==> config.mk <==
export PLATFORM = sky130hd
export DESIGN_NAME = ioc_io_controller
export DESIGN_NICKNAME = d
export VERILOG_FILES = /design/src/design/ioc_pkg.sv /design/src/design/ioc_dev_sel.sv /design/src/design/ioc_io_controller.sv
export SDC_FILE = /design/constraint.sdc
export NUM_CORES = 1
export LEC_CHECK = 0
export BUFFER_PORTS_ARGS = -buffer_cell sky130_fd_sc_hd__buf_4
export CAP_MARGIN = 5
export CORE_ASPECT_RATIO = 0.9
export CORE_UTILIZATION = 35
export CTS_CLUSTER_SIZE = 24
export DETAILED_ROUTE_END_ITERATION = 10
export HOLD_SLACK_MARGIN = 0.1
export PLACE_DENSITY_LB_ADDON = 0.15
export SLEW_MARGIN = 20
export SYNTH_ARGS = -nofsm -noshare
export SYNTH_HDL_FRONTEND = slang
export SYNTH_SLANG_ARGS = --single-unit
==> constraint.sdc <==
create_clock -name sys_clk -period 2.58 [get_ports sys_clk]
set_clock_uncertainty 0.2 [all_clocks]
set_input_delay 0.516 -clock sys_clk [delete_from_list [all_inputs] [get_ports sys_clk]]
set_output_delay 0.516 -clock sys_clk [all_outputs]
set_load 0.02 [all_outputs]
==> src/design/ioc_pkg.sv <==
/*
  Constants, state enumeration and state record of the I/O device controller
  that sits on the processor I/O bus. Assumes a 250 MHz sys_clk.
*/
// How it works
// - Gated pulses skip, clear flag, load sum register, load external register.
// - Sum register is static; external register captures it only on a pulse.
// - Pulse with set flag asserts skip; otherwise skip stays low.
// - After its start command the device sends a halt pulse.
// - When finished the device sends a restart pulse to resume.
// - First transfer: request, direction and address appear together.
// - Inward data within 1 us after acceptance, held over 2 us.
// - Request dropped within 4 us ends the break, else another cycle.
// - Direction held until 4 us after acceptance; address may change.
// - Further transfers use a new address or increment request.
// - Increment request between 1 us and 4 us after acceptance.
package ioc_pkg;
  localparam int          CLK_NS      = 4;
  localparam int          EVT_NS      = 1000;
  localparam int          HOLD_MIN_NS = 2000;
  localparam int          INC_MIN_NS  = 1000;
  localparam int          INC_MAX_NS  = 4000;
  localparam int          DIR_HOLD_NS = 4000;
  localparam int          DW          = 12;
  localparam int          SW          = 6;
  // Strictly longer than the least hold time
  localparam logic [10:0] HOLD_CYC    = 11'(HOLD_MIN_NS / CLK_NS + 1);
  localparam logic [10:0] INC_LO_CYC  = 11'((INC_MIN_NS + CLK_NS - 1) / CLK_NS);
  localparam logic [10:0] INC_HI_CYC  = 11'(INC_MAX_NS / CLK_NS);
  // Act two event times in, well inside the increment window
  localparam logic [10:0] ACT_CYC     = 11'((INC_MIN_NS + EVT_NS) / CLK_NS);
  localparam logic [10:0] DIR_CYC     = 11'((DIR_HOLD_NS + CLK_NS - 1) / CLK_NS);
  localparam logic [5:0]  SEL_DEFAULT = 6'h0d;

  typedef enum logic [1:0]
  {
    IOC_IDLE = 2'b00,
    IOC_REQ  = 2'b01,
    IOC_XFER = 2'b10
  } ioc_brk_e;

  typedef struct packed
  {
    logic [DW-1:0] ext;
    logic          flag;
    logic          busy;
    logic          skip;
    logic [DW-1:0] ac_in;
    logic          halt;
    logic          restart;
    logic          start;
    ioc_brk_e      st;
    logic [10:0]   cnt;
    logic [DW-1:0] addr;
    logic [DW-1:0] left;
    logic          req;
    logic          outward;
    logic          inc;
    logic [DW-1:0] mbo;
    logic          mbo_en;
    logic [DW-1:0] rdata;
    logic          rvalid;
    logic          taken;
    logic          done;
  } ioc_state_s;

  localparam ioc_state_s STATE_RST = '0;
endpackage

==> src/design/ioc_dev_sel.sv <==
/*
  Device-select gate: passes timed I/O pulses for one wired device code.
  Assumes selection bits are stable while the pulses occur.
*/
`timescale 1ns/1ns
module ioc_dev_sel
#(
  parameter logic [5:0] SEL_CODE = ioc_pkg::SEL_DEFAULT
)
(
  input  wire logic [5:0] sel_bits,
  input  wire logic [2:0] timed_io_pulse,
  output logic      [2:0] iot_pulse
);
  // Pure gating keeps the pulses at their own event times
  assign iot_pulse = (sel_bits == SEL_CODE) ? timed_io_pulse : 3'h0;
endmodule

==> src/design/ioc_io_controller.sv <==
/*
  External device controller on the processor I/O bus: device-select gate,
  external register, flag with skip, halt/restart and a data break requester.
  Assumes all bus inputs are synchronous to sys_clk and pulses last one cycle.
*/
`timescale 1ns/1ns
module ioc_io_controller
#(
  parameter logic [5:0] SEL_CODE = ioc_pkg::SEL_DEFAULT
)
(
  input  wire logic        sys_clk,
  input  wire logic        reset,
  input  wire logic [5:0]  sel_bits,
  input  wire logic [2:0]  timed_io_pulse,
  input  wire logic [11:0] sum_register,
  output logic      [11:0] sum_in_bus,
  output logic             io_skip_bus,
  output logic             io_halt_pulse,
  output logic             restart_pulse,
  output logic             break_request,
  output logic             break_outward,
  output logic      [11:0] break_address,
  output logic             increment_request,
  input  wire logic        address_accepted,
  input  wire logic [11:0] mb_data_in,
  output logic      [11:0] mb_data_out,
  output logic             mb_data_out_en,
  output logic      [11:0] dev_data_out,
  output logic             dev_start,
  input  wire logic        dev_done,
  input  wire logic [11:0] dev_result,
  output logic             dev_flag,
  input  wire logic        brk_go,
  input  wire logic        brk_outward,
  input  wire logic [11:0] brk_start_addr,
  input  wire logic [11:0] brk_words,
  input  wire logic [11:0] brk_wdata,
  output logic             brk_word_taken,
  output logic      [11:0] brk_rdata,
  output logic             brk_rvalid,
  output logic             brk_busy,
  output logic             brk_done
);
  ioc_pkg::ioc_state_s s_q;
  ioc_pkg::ioc_state_s s_d;
  logic [2:0]          iot;

  ioc_dev_sel #(.SEL_CODE(SEL_CODE)) u_sel
  (
    .sel_bits       (sel_bits),
    .timed_io_pulse (timed_io_pulse),
    .iot_pulse      (iot)
  );

  always_comb
  begin
    s_d         = s_q;
    s_d.skip    = iot[0] & s_q.flag;
    // All twelve bits in one cycle; the processor has cleared its register
    s_d.ac_in   = iot[1] ? s_q.ext : 12'h000;
    s_d.halt    = 1'b0;
    s_d.restart = 1'b0;
    s_d.start   = 1'b0;
    s_d.taken   = 1'b0;
    s_d.rvalid  = 1'b0;
    s_d.done    = 1'b0;
    if (iot[2])
    begin
      s_d.ext = sum_register;
      // A second start while busy only reloads the register; the halt is already standing
      if (!s_q.busy)
      begin
        s_d.start = 1'b1;
        s_d.halt  = 1'b1;
        s_d.busy  = 1'b1;
      end
    end
    if (s_q.busy && dev_done)
    begin
      s_d.busy    = 1'b0;
      s_d.restart = 1'b1;
      s_d.ext     = dev_result;
    end
    // Completion setting the flag wins over a clearing pulse
    s_d.flag = (s_q.flag & ~iot[1]) | (s_q.busy & dev_done);
    case (s_q.st)
      ioc_pkg::IOC_IDLE:
      begin
        if (brk_go && brk_words != 12'h000)
        begin
          s_d.st      = ioc_pkg::IOC_REQ;
          s_d.req     = 1'b1;
          s_d.outward = brk_outward;
          s_d.addr    = brk_start_addr;
          s_d.left    = brk_words - 12'h001;
        end
      end
      ioc_pkg::IOC_REQ:
      begin
        if (address_accepted)
        begin
          s_d.st  = ioc_pkg::IOC_XFER;
          s_d.cnt = 11'h000;
          s_d.inc = 1'b0;
          if (!s_q.outward)
          begin
            s_d.mbo    = brk_wdata;
            s_d.mbo_en = 1'b1;
            s_d.taken  = 1'b1;
          end
        end
      end
      ioc_pkg::IOC_XFER:
      begin
        s_d.cnt = s_q.cnt + 11'h001;
        if (s_q.cnt == ioc_pkg::HOLD_CYC)
        begin
          s_d.mbo_en = 1'b0;
        end
        if (s_q.cnt == ioc_pkg::ACT_CYC)
        begin
          if (s_q.left != 12'h000)
          begin
            s_d.inc = 1'b1;
          end
          else
          begin
            s_d.req = 1'b0;
          end
          if (s_q.outward)
          begin
            s_d.rdata  = mb_data_in;
            s_d.rvalid = 1'b1;
          end
        end
        // Direction may only move once this point is passed
        if (s_q.cnt == ioc_pkg::DIR_CYC)
        begin
          if (s_q.left != 12'h000)
          begin
            s_d.left = s_q.left - 12'h001;
            s_d.st   = ioc_pkg::IOC_REQ;
          end
          else
          begin
            s_d.st   = ioc_pkg::IOC_IDLE;
            s_d.done = 1'b1;
          end
        end
      end
      default:
      begin
        s_d.st = ioc_pkg::IOC_IDLE;
      end
    endcase
  end

  always_ff @(posedge sys_clk)
  begin
    if (reset)
    begin
      s_q <= ioc_pkg::STATE_RST;
    end
    else
    begin
      s_q <= s_d;
    end
  end

  assign sum_in_bus        = s_q.ac_in;
  assign io_skip_bus       = s_q.skip;
  assign io_halt_pulse     = s_q.halt;
  assign restart_pulse     = s_q.restart;
  assign break_request     = s_q.req;
  assign break_outward     = s_q.outward;
  assign break_address     = s_q.addr;
  assign increment_request = s_q.inc;
  assign mb_data_out       = s_q.mbo;
  assign mb_data_out_en    = s_q.mbo_en;
  assign dev_data_out      = s_q.ext;
  assign dev_start         = s_q.start;
  assign dev_flag          = s_q.flag;
  assign brk_word_taken    = s_q.taken;
  assign brk_rdata         = s_q.rdata;
  assign brk_rvalid        = s_q.rvalid;
  assign brk_busy          = (s_q.st != ioc_pkg::IOC_IDLE);
  assign brk_done          = s_q.done;
endmodule

==> results of run 1 <==
placed cells by master, fill, tap and decap left out, drive strengths merged, types with 2 or more instances in the layout:
| cell | synthesis | routed |
|---|---|---|
| buf | 67 | 191 |
| dfxtp | 97 | 97 |
| nand2 | 70 | 70 |
| nor2 | 57 | 57 |
| a21oi | 38 | 38 |
| mux2i | 26 | 26 |
| a211oi | 16 | 16 |
| and3 | 15 | 15 |
| inv | 13 | 13 |
| nor3 | 13 | 13 |
| clkbuf | 23 | 11 |
| nand3 | 10 | 10 |
| o21ai | 8 | 8 |
| nor4 | 7 | 7 |
| xnor2 | 7 | 7 |
| ha | 7 | 7 |
| or3 | 7 | 7 |
| or4 | 7 | 7 |
| nand2b | 4 | 4 |
| xor2 | 4 | 4 |
| a31oi | 4 | 4 |
| o311ai | 4 | 4 |
| nor2b | 3 | 3 |
| o211ai | 3 | 3 |
| o221ai | 3 | 3 |
| o31ai | 3 | 3 |
| nand4 | 3 | 3 |
| a311oi | 3 | 3 |
| or2 | 3 | 3 |
| or4b | 3 | 3 |
| mux2 | 3 | 3 |
| clkinvlp | 0 | 2 |
| o41ai | 2 | 2 |
| or3b | 2 | 2 |
| clkinv | 1 | 2 |
| a2111oi | 2 | 2 |
where the power goes:
group,switching (mW),total [mW],internal [mW]
clock,0.566,1.34,0.774
combinational,0.274,0.536,0.262
sequential,0.0361,1.58,1.54
cell type report:
| cell class | count | area, um^2 |
|---|---|---|
| fillers | 1269 | 6820 |
| multi-input cells | 350 | 2150 |
| flip-flops and latches | 97 | 1940 |
| repair buffers | 191 | 1470 |
| clock buffers | 11 | 243 |
| well taps | 164 | 205 |
| clock inverters | 4 | 53.8 |
| inverters | 14 | 52.6 |
cells by family after synthesis:
family	synth area share, %
multiplexers	6.31
flip-flops	41.2
buffers and inverters	13.5
AO/OA/AOI/OAI	14.2
adder cells (fa/ha/maj)	1.86
XOR/XNOR	2.04
AND/OR/NAND/NOR	20.9
metal layers:
layer	share of wire, %	wire length (um)	vias up
met5	0	0	-
met3	5.7	672	12
li1	-	-	2090
met1	46	5370	1912
met2	48	5600	139
met4	1.0	123	0
worst max-delay path: cells and delay by family, from the launching register on:
family                   cells  cell delay, ns
AND/OR/NAND/NOR              3            0.93
flip-flops                   1            0.34
adder cells (fa/ha/maj)      1            0.22
AO/OA/AOI/OAI                1            0.25
multiplexers                 1            0.34
buffers and inverters        1            0.09
flip-flops by register name, summed over array words and instances, names as in the netlist:
name	count
s_q	26
break_address	12
brk_rdata	12
dev_data_out	12
mb_data_out	12
sum_in_bus	12
break_outward	1
break_request	1
brk_done	1
brk_rvalid	1
brk_word_taken	1
dev_flag	1
dev_start	1
increment_request	1
io_skip_bus	1
mb_data_out_en	1
restart_pulse	1
worst max-delay path by stage:
stage / from / end / depth (start not counted)
finish: s_q[56] / s_q[42] / 7
global route: s_q[56] / s_q[33] / 7
CTS: s_q[56] / s_q[34] / 7
detailed placement: brk_words[0] / s_q[34] / 8
global placement: brk_words[0] / s_q[32] / 8
floorplan: brk_words[0] / s_q[34] / 8
synth_stat cells (4+ instances only):
| cell | instances |
|---|---|
| a211oi_1 | 16 |
| a21oi_1 | 38 |
| a31oi_1 | 4 |
| and3_1 | 15 |
| buf_4 | 61 |
| clkbuf_1 | 23 |
| dfxtp_1 | 97 |
| ha_1 | 7 |
| inv_1 | 13 |
| mux2i_1 | 26 |
| nand2_1 | 70 |
| nand2b_1 | 4 |
| nand3_1 | 10 |
| nor2_1 | 57 |
| nor3_1 | 13 |
| nor4_1 | 7 |
| o21ai_0 | 6 |
| or3_1 | 6 |
| or4_1 | 6 |
| xnor2_1 | 7 |
| xor2_1 | 4 |
timing repair:
action,in CTS,in global routing
gates resized for setup,0,2
endpoints found under the setup margin,0,1
buffers inserted,0,0
metrics by stage:
stage                     hold WS, ns  util (%)  setup WS [ns]
after floorplan                 0.216         -         0.0655
after global placement          0.243      44.9        -0.0411
after detailed placement        0.237      44.9        -0.0781
after CTS                       0.184      47.2          0.113
after global routing            0.207      47.3        0.00623
final                           0.200      47.3          0.107
==> metrics list, run 1 <==
- For this run, the detailed router's first-pass iteration total came to 5.
* Clock period minus final worst setup slack: 2.47 ns
* FF-to-FF Start: s_q[56]
- Summed over its instances, the top area cell type makes up 41.2% of the synthesized netlist area.
- After synthesis the netlist holds a flip-flop and latch count of 97.
- IR analysis of the VDD net gives a maximum drop of 0.000332 V.
* Count of maximum capacitance violations: 0
- Among all flip-flop cells after synthesis, the most frequent one is dfxtp_1.
- Cell type with the largest total area after synthesis: dfxtp_1
* Layer carrying the most global-route usage: met2
- Number of diodes added for antenna fixing: 0
* Wire length of the first global-routing pass: 19.7 mm
- Routability congestion estimate from global placement: 0.892
- Startpoint types: register
- The worst register-to-register path has a depth of 7.
- ANT nets after route: 0
- Ordered list of cells on the worst path: inv_1 > ha_1 > nand2b_1 > or4_4 > mux2_4 > or2_1 > o211a_1
- Setup violations remaining at the end of the flow were counted as 0.
* Crit Reg-Reg Endpoint: s_q[42]
- Data arrival time of the worst path: 2.51 ns
- STA puts the critical path data required time at 2.62 ns.
- Leakage power of the design: 2.80 nW
* 1st-iter DRT viols: 274
* Worst Hold Path EP: brk_rdata[0]
- The startpoint identified for the worst hold timing path is mb_data_in[0].
* Die boundary height: 112 um
* Max Buffers Root-to-Sink: 2
- Met1 usage: 22.1%
- The tightest min-delay check is of the primary input to register type.
- Excluding fillers, the count of instances in the completed layout stands at 831.
- Worst Setup End Kind: register
* Initial Util: 36.5%
* DIE WIDTH: 124 um
* Syn Inst Count: 551
- Global routing used 17.4% of the available tracks across all layers.
- Of all nets on the critical path, the largest fanout is 11.
* Post-DP HPWL: 8.84 mm
- Class of the most critical setup path: register to register
- Transition time at the pin with the least slew margin: 0.853 ns
* Proportion of synthesized chip area in sequential cells: 41.2%
- Power comes to 3.46 mW.
* Total routed wirelength: 11.8 mm
- Netlist cell types: 60
- Setup repair after global routing left no endpoint under its margin.
- The run finished with clean final reports.
- For the worst-skew pair, the clock arrives at the later sink with an insertion delay of 0.34 ns.
- Met2 demand-to-capacity share in global routing: 28.4%
- TritonCTS Sinks: 97
* Slowest cell on the critical path: or4_4
* Number of buffers inserted for hold repair after clock tree synthesis: 0
- Setup_tns: 0 ns
- Number of cells after detailed placement: 816
* IO Pins: 160
* Number of warnings issued by yosys: 0
* CTS H-tree depth: 3
- DR vias/cell: 5.00
* Grt ovf: 0
- The count of final hold-check violations was 0.
- Leading cell types by total area after synthesis: dfxtp_1 41%, buf_4 9.7%, nand2_1 5.6%, mux2i_1 5.5%, nor2_1 4.5%
- Net count of the finished layout: 757
- The number of clock buffers added by TritonCTS is 9.
* Synth Net Count: 645
* P&R area growth vs syn: 29.6%
- Post-Place Cell Area: 0.00581 mm^2
- Wire per inst: 14.2 um
* CTS root buffer: clkbuf_16
* Number of remaining DRC errors: 0
- Core region area: 0.0129 mm^2
* Syn avg cell area: 8.56 um^2
- Layout Cell Area excl Fill: 0.00611 mm^2
- Overall via count from detail_route: 4153
- Maximum number of pins on one net before global-route repair: 62
* PwrDens: 565 mW/mm^2
* Area of the die: 0.0139 mm^2
- The largest single stage delay on the critical path is 0.52 ns.
* Worst-path clk slew: 0.06 ns
* Share of the cycle needed by the critical path after routing: 95.9%
- During placement, the flow inserted port buffers numbering 159.
* Number of synthesized flops with an enable pin: 0
- Register-to-register path setup slack: 0.11 ns
- The post-route netlist has 33.0% of its cells at a drive strength greater than 1.
- Tightest slew margin relative to the limit: 43.0%
- The via count of the first global-routing pass is 4010.
- For this run, global-route usage on met3 was measured as 5.43%.
- The worst hold path was traced through 3 stages.
* Peak Freq: 404 MHz
- Num rows: 39
- The initial antenna violation count was 0.
- Number of pins exceeding their max-slew limit in the final report: 0
- Counting flops with an async set or reset pin after synthesis yields a share of 0%.
- Cell area after synthesis: 0.00472 mm^2
- TritonCTS built the clock tree.
Power figures use the tool's default switching activity.
==> run 2, diff against run 1 <==
- CTS_BUF_LIST: default -> sky130_fd_sc_hd__clkbuf_4
==> run 2 against run 1 <==
  * Setup slack got worse by 0.0039 ns
  * Routed wire length up 4.3%
  * Non-clock buffer count rose by 44
  * Cell count is 5.3% higher
  * Global-route usage grew 0.74 points
  * Flip-flop and latch count is the same
  * Fmax fell by 0.16%
  * Sequential power about the same
  * Hold slack got worse by 0.064 ns
  * Highest routed layer unchanged
==> metrics list, run 2 (synthesis results as in run 1) <==
- In the routed layout, each cell is associated on average with a via count of 4.95.
- Net count of the finished layout: 801
* Total routed wirelength: 12.3 mm
- Worst Setup End Kind: register
- For this design the top-level I/O count stands at 160.
- Ratio of cells with drive above 1 in the final layout: 31.2%
* # port buffers: 159
- In this run the core area contains 39 standard-cell rows.
- In this run, CTS created clock tree buffers numbering 9.
* Termination of the worst setup path: s_q[38]
- After routing the design area is 0.00640 mm^2.
* Result of the run: finished, final reports clean
- Wire length the detailed router placed on met1: 5.52 mm
- Total routing resource utilization after global routing: 18.1%
- Most common cell after layout, fill and taps aside: buf_4
- The detail route stage leaves a number of antenna-violating nets equal to 0.
- Post-DP HPWL: 8.84 mm
- Final hold violation count: 0
- Final core utilization: 49.5%
* Critical path fanouts, max: 11
* Routability congestion estimate from global placement: 0.892
- Worst-path clk slew: 0.14 ns
- In this run the tightest slew margin relative to its limit is 42.7%.
- The worst register-to-register path begins at s_q[56].
- Clock period minus final worst setup slack: 2.48 ns
- The initial utilization of the core area, before any placement, comes to 36.5%.
- Required @ worst endpoint: 2.77 ns
* Count of maximum capacitance violations: 0
- TritonCTS clock tree: done
- Transition time at the pin with the least slew margin: 0.858 ns
- The total overflow left after global routing is 0.
- At the worst endpoint, the arrival time is 2.67 ns.
- After detailed routing, the met3 layer carries 726 um of wire.
* Detailed-router iteration count before antenna repair: 5
- Largest vdd supply drop: 0.000234 V
- Die boundary height: 112 um
- Cell depth of the worst flop-to-flop path: 7
* Initial antenna violation count: 0
* Post-route worst hold slack: 0.136 ns
- Share of the cycle needed by the critical path after routing: 96.0%
- The die covers 0.0139 mm^2.
- Register-to-register path setup slack: 0.10 ns
- Leaving out fill and tap cells, the most frequent cells in the layout are 188 x buf_4, 97 x dfxtp_1, 70 x nand2_1.
- P&R area growth vs syn: 35.6%
- The first global-routing pass estimated 20.6 mm of wire.
- Derived from the worst setup path, the maximum achievable clock frequency is 404 MHz.
- For the worst-skew pair, the clock arrives at the later sink with an insertion delay of 0.45 ns.
- Register with the most flip-flops: s_q
- Startpoint types: register
- Post-Place Cell Area: 0.00581 mm^2
* Class of the most critical setup path: register to register
- After detailed routing, no signal wire sits above met4.
* Launch point of the critical path: s_q[56]
* Number of remaining DRC errors: 0
* CTS root buffer: clkbuf_4
- The via count of the first global-routing pass is 4211.
- Setup violations remaining at the end of the flow were counted as 0.
- Overall via count from detail_route: 4327
- The clock net in this run drives a total of 97 sinks.
- Post-CTS repair timing setup buffer count: 0
* DIE WIDTH: 124 um
- The repair_antennas step left the layout with diodes totalling 0.
- Number of flip-flops under the largest register name: 26
- 1st-iter DRT viols: 354
- After detailed routing, the average wire length per cell comes to 14.0 um.
* Crit Reg-Reg Endpoint: s_q[38]
- Max Buffers Root-to-Sink: 2
* Hold Crit Class: primary input to register
- The floorplan step defined a core boundary enclosing 0.0129 mm^2.
- Number of pins exceeding their max-slew limit in the final report: 0
* Maximum number of pins on one net before global-route repair: 62
* Setup repair after global routing missed its margin: false
- Leakage power of the design: 2.92 nW
* CTS H-tree depth: 3
- Dividing total power by cell area gives a power density of 466 mW/mm^2.
- Met2 routed WL: 5.90 mm
-- run 2: what timing repair did --
action                                 in CTS  in global routing
resized for setup                           0                  4
endpoints found under the hold margin      44                  0
setup endpoints to repair                   0                  2
hold buffers                               44                  0
-- run 2: critical path, stage by stage, from the launching register on --
cell	delay, ns
dfxtp_1	0.37
inv_1	0.09
ha_1	0.22
nand2b_1	0.07
or4_4	0.51
mux2_4	0.34
or3_4	0.43
o221ai_2	0.18
-- run 2: cell type report --
type	instances	area [um^2]
well taps	164	205
flip-flops and latches	97	1940
multi-input cells	350	2150
repair buffers	235	1910
inverters	14	52.6
fillers	1254	6530
clock inverters	5	57.6
clock buffers	10	75.1
-- run 2: metal layers --
metal	GRT usage, %	up-vias
li1	-	2181
met3	4.62	7
met4	5.22	0
met1	22.8	2004
met5	0	-
met2	30.6	135
-- run 2: how the worst min path moves through the flow --
stage	from	to	slack, ns	depth (start not counted)
after global placement	s_q[84]	dev_start	0.24	1
after global routing	dev_result[0]	dev_data_out[0]	0.10	3
final	dev_result[9]	dev_data_out[9]	0.14	3
after floorplan	s_q[84]	dev_start	0.22	1
after detailed placement	s_q[84]	dev_start	0.24	1
after CTS	dev_result[9]	dev_data_out[9]	0.10	3
-- run 2: where the power goes --
part,internal (mW),switching [mW],total (mW),leakage [nW]
combinational,0.307,0.289,0.596,2.07
sequential,1.54,0.0360,1.58,0.786
clock,0.300,0.505,0.805,0.0661
total,2.15,0.830,2.98,2.92
-- run 2: per-stage QoR --
| step | TNS (ns) | power [mW] | std cells | setup WS (ns) |
|---|---|---|---|---|
| 2_1_floorplan | 0 | 1.91 | 551 | 0.0655 |
| 3_3_place_gp | -0.224 | 2.15 | 816 | -0.0411 |
| 3_5_place_dp | -0.538 | 2.15 | 816 | -0.0781 |
| 4_1_cts | 0 | 3.02 | 875 | 0.0935 |
| 5_1_grt | 0 | 3.13 | 875 | 0.00598 |
| 6_report | 0 | 2.98 | 875 | 0.103 |
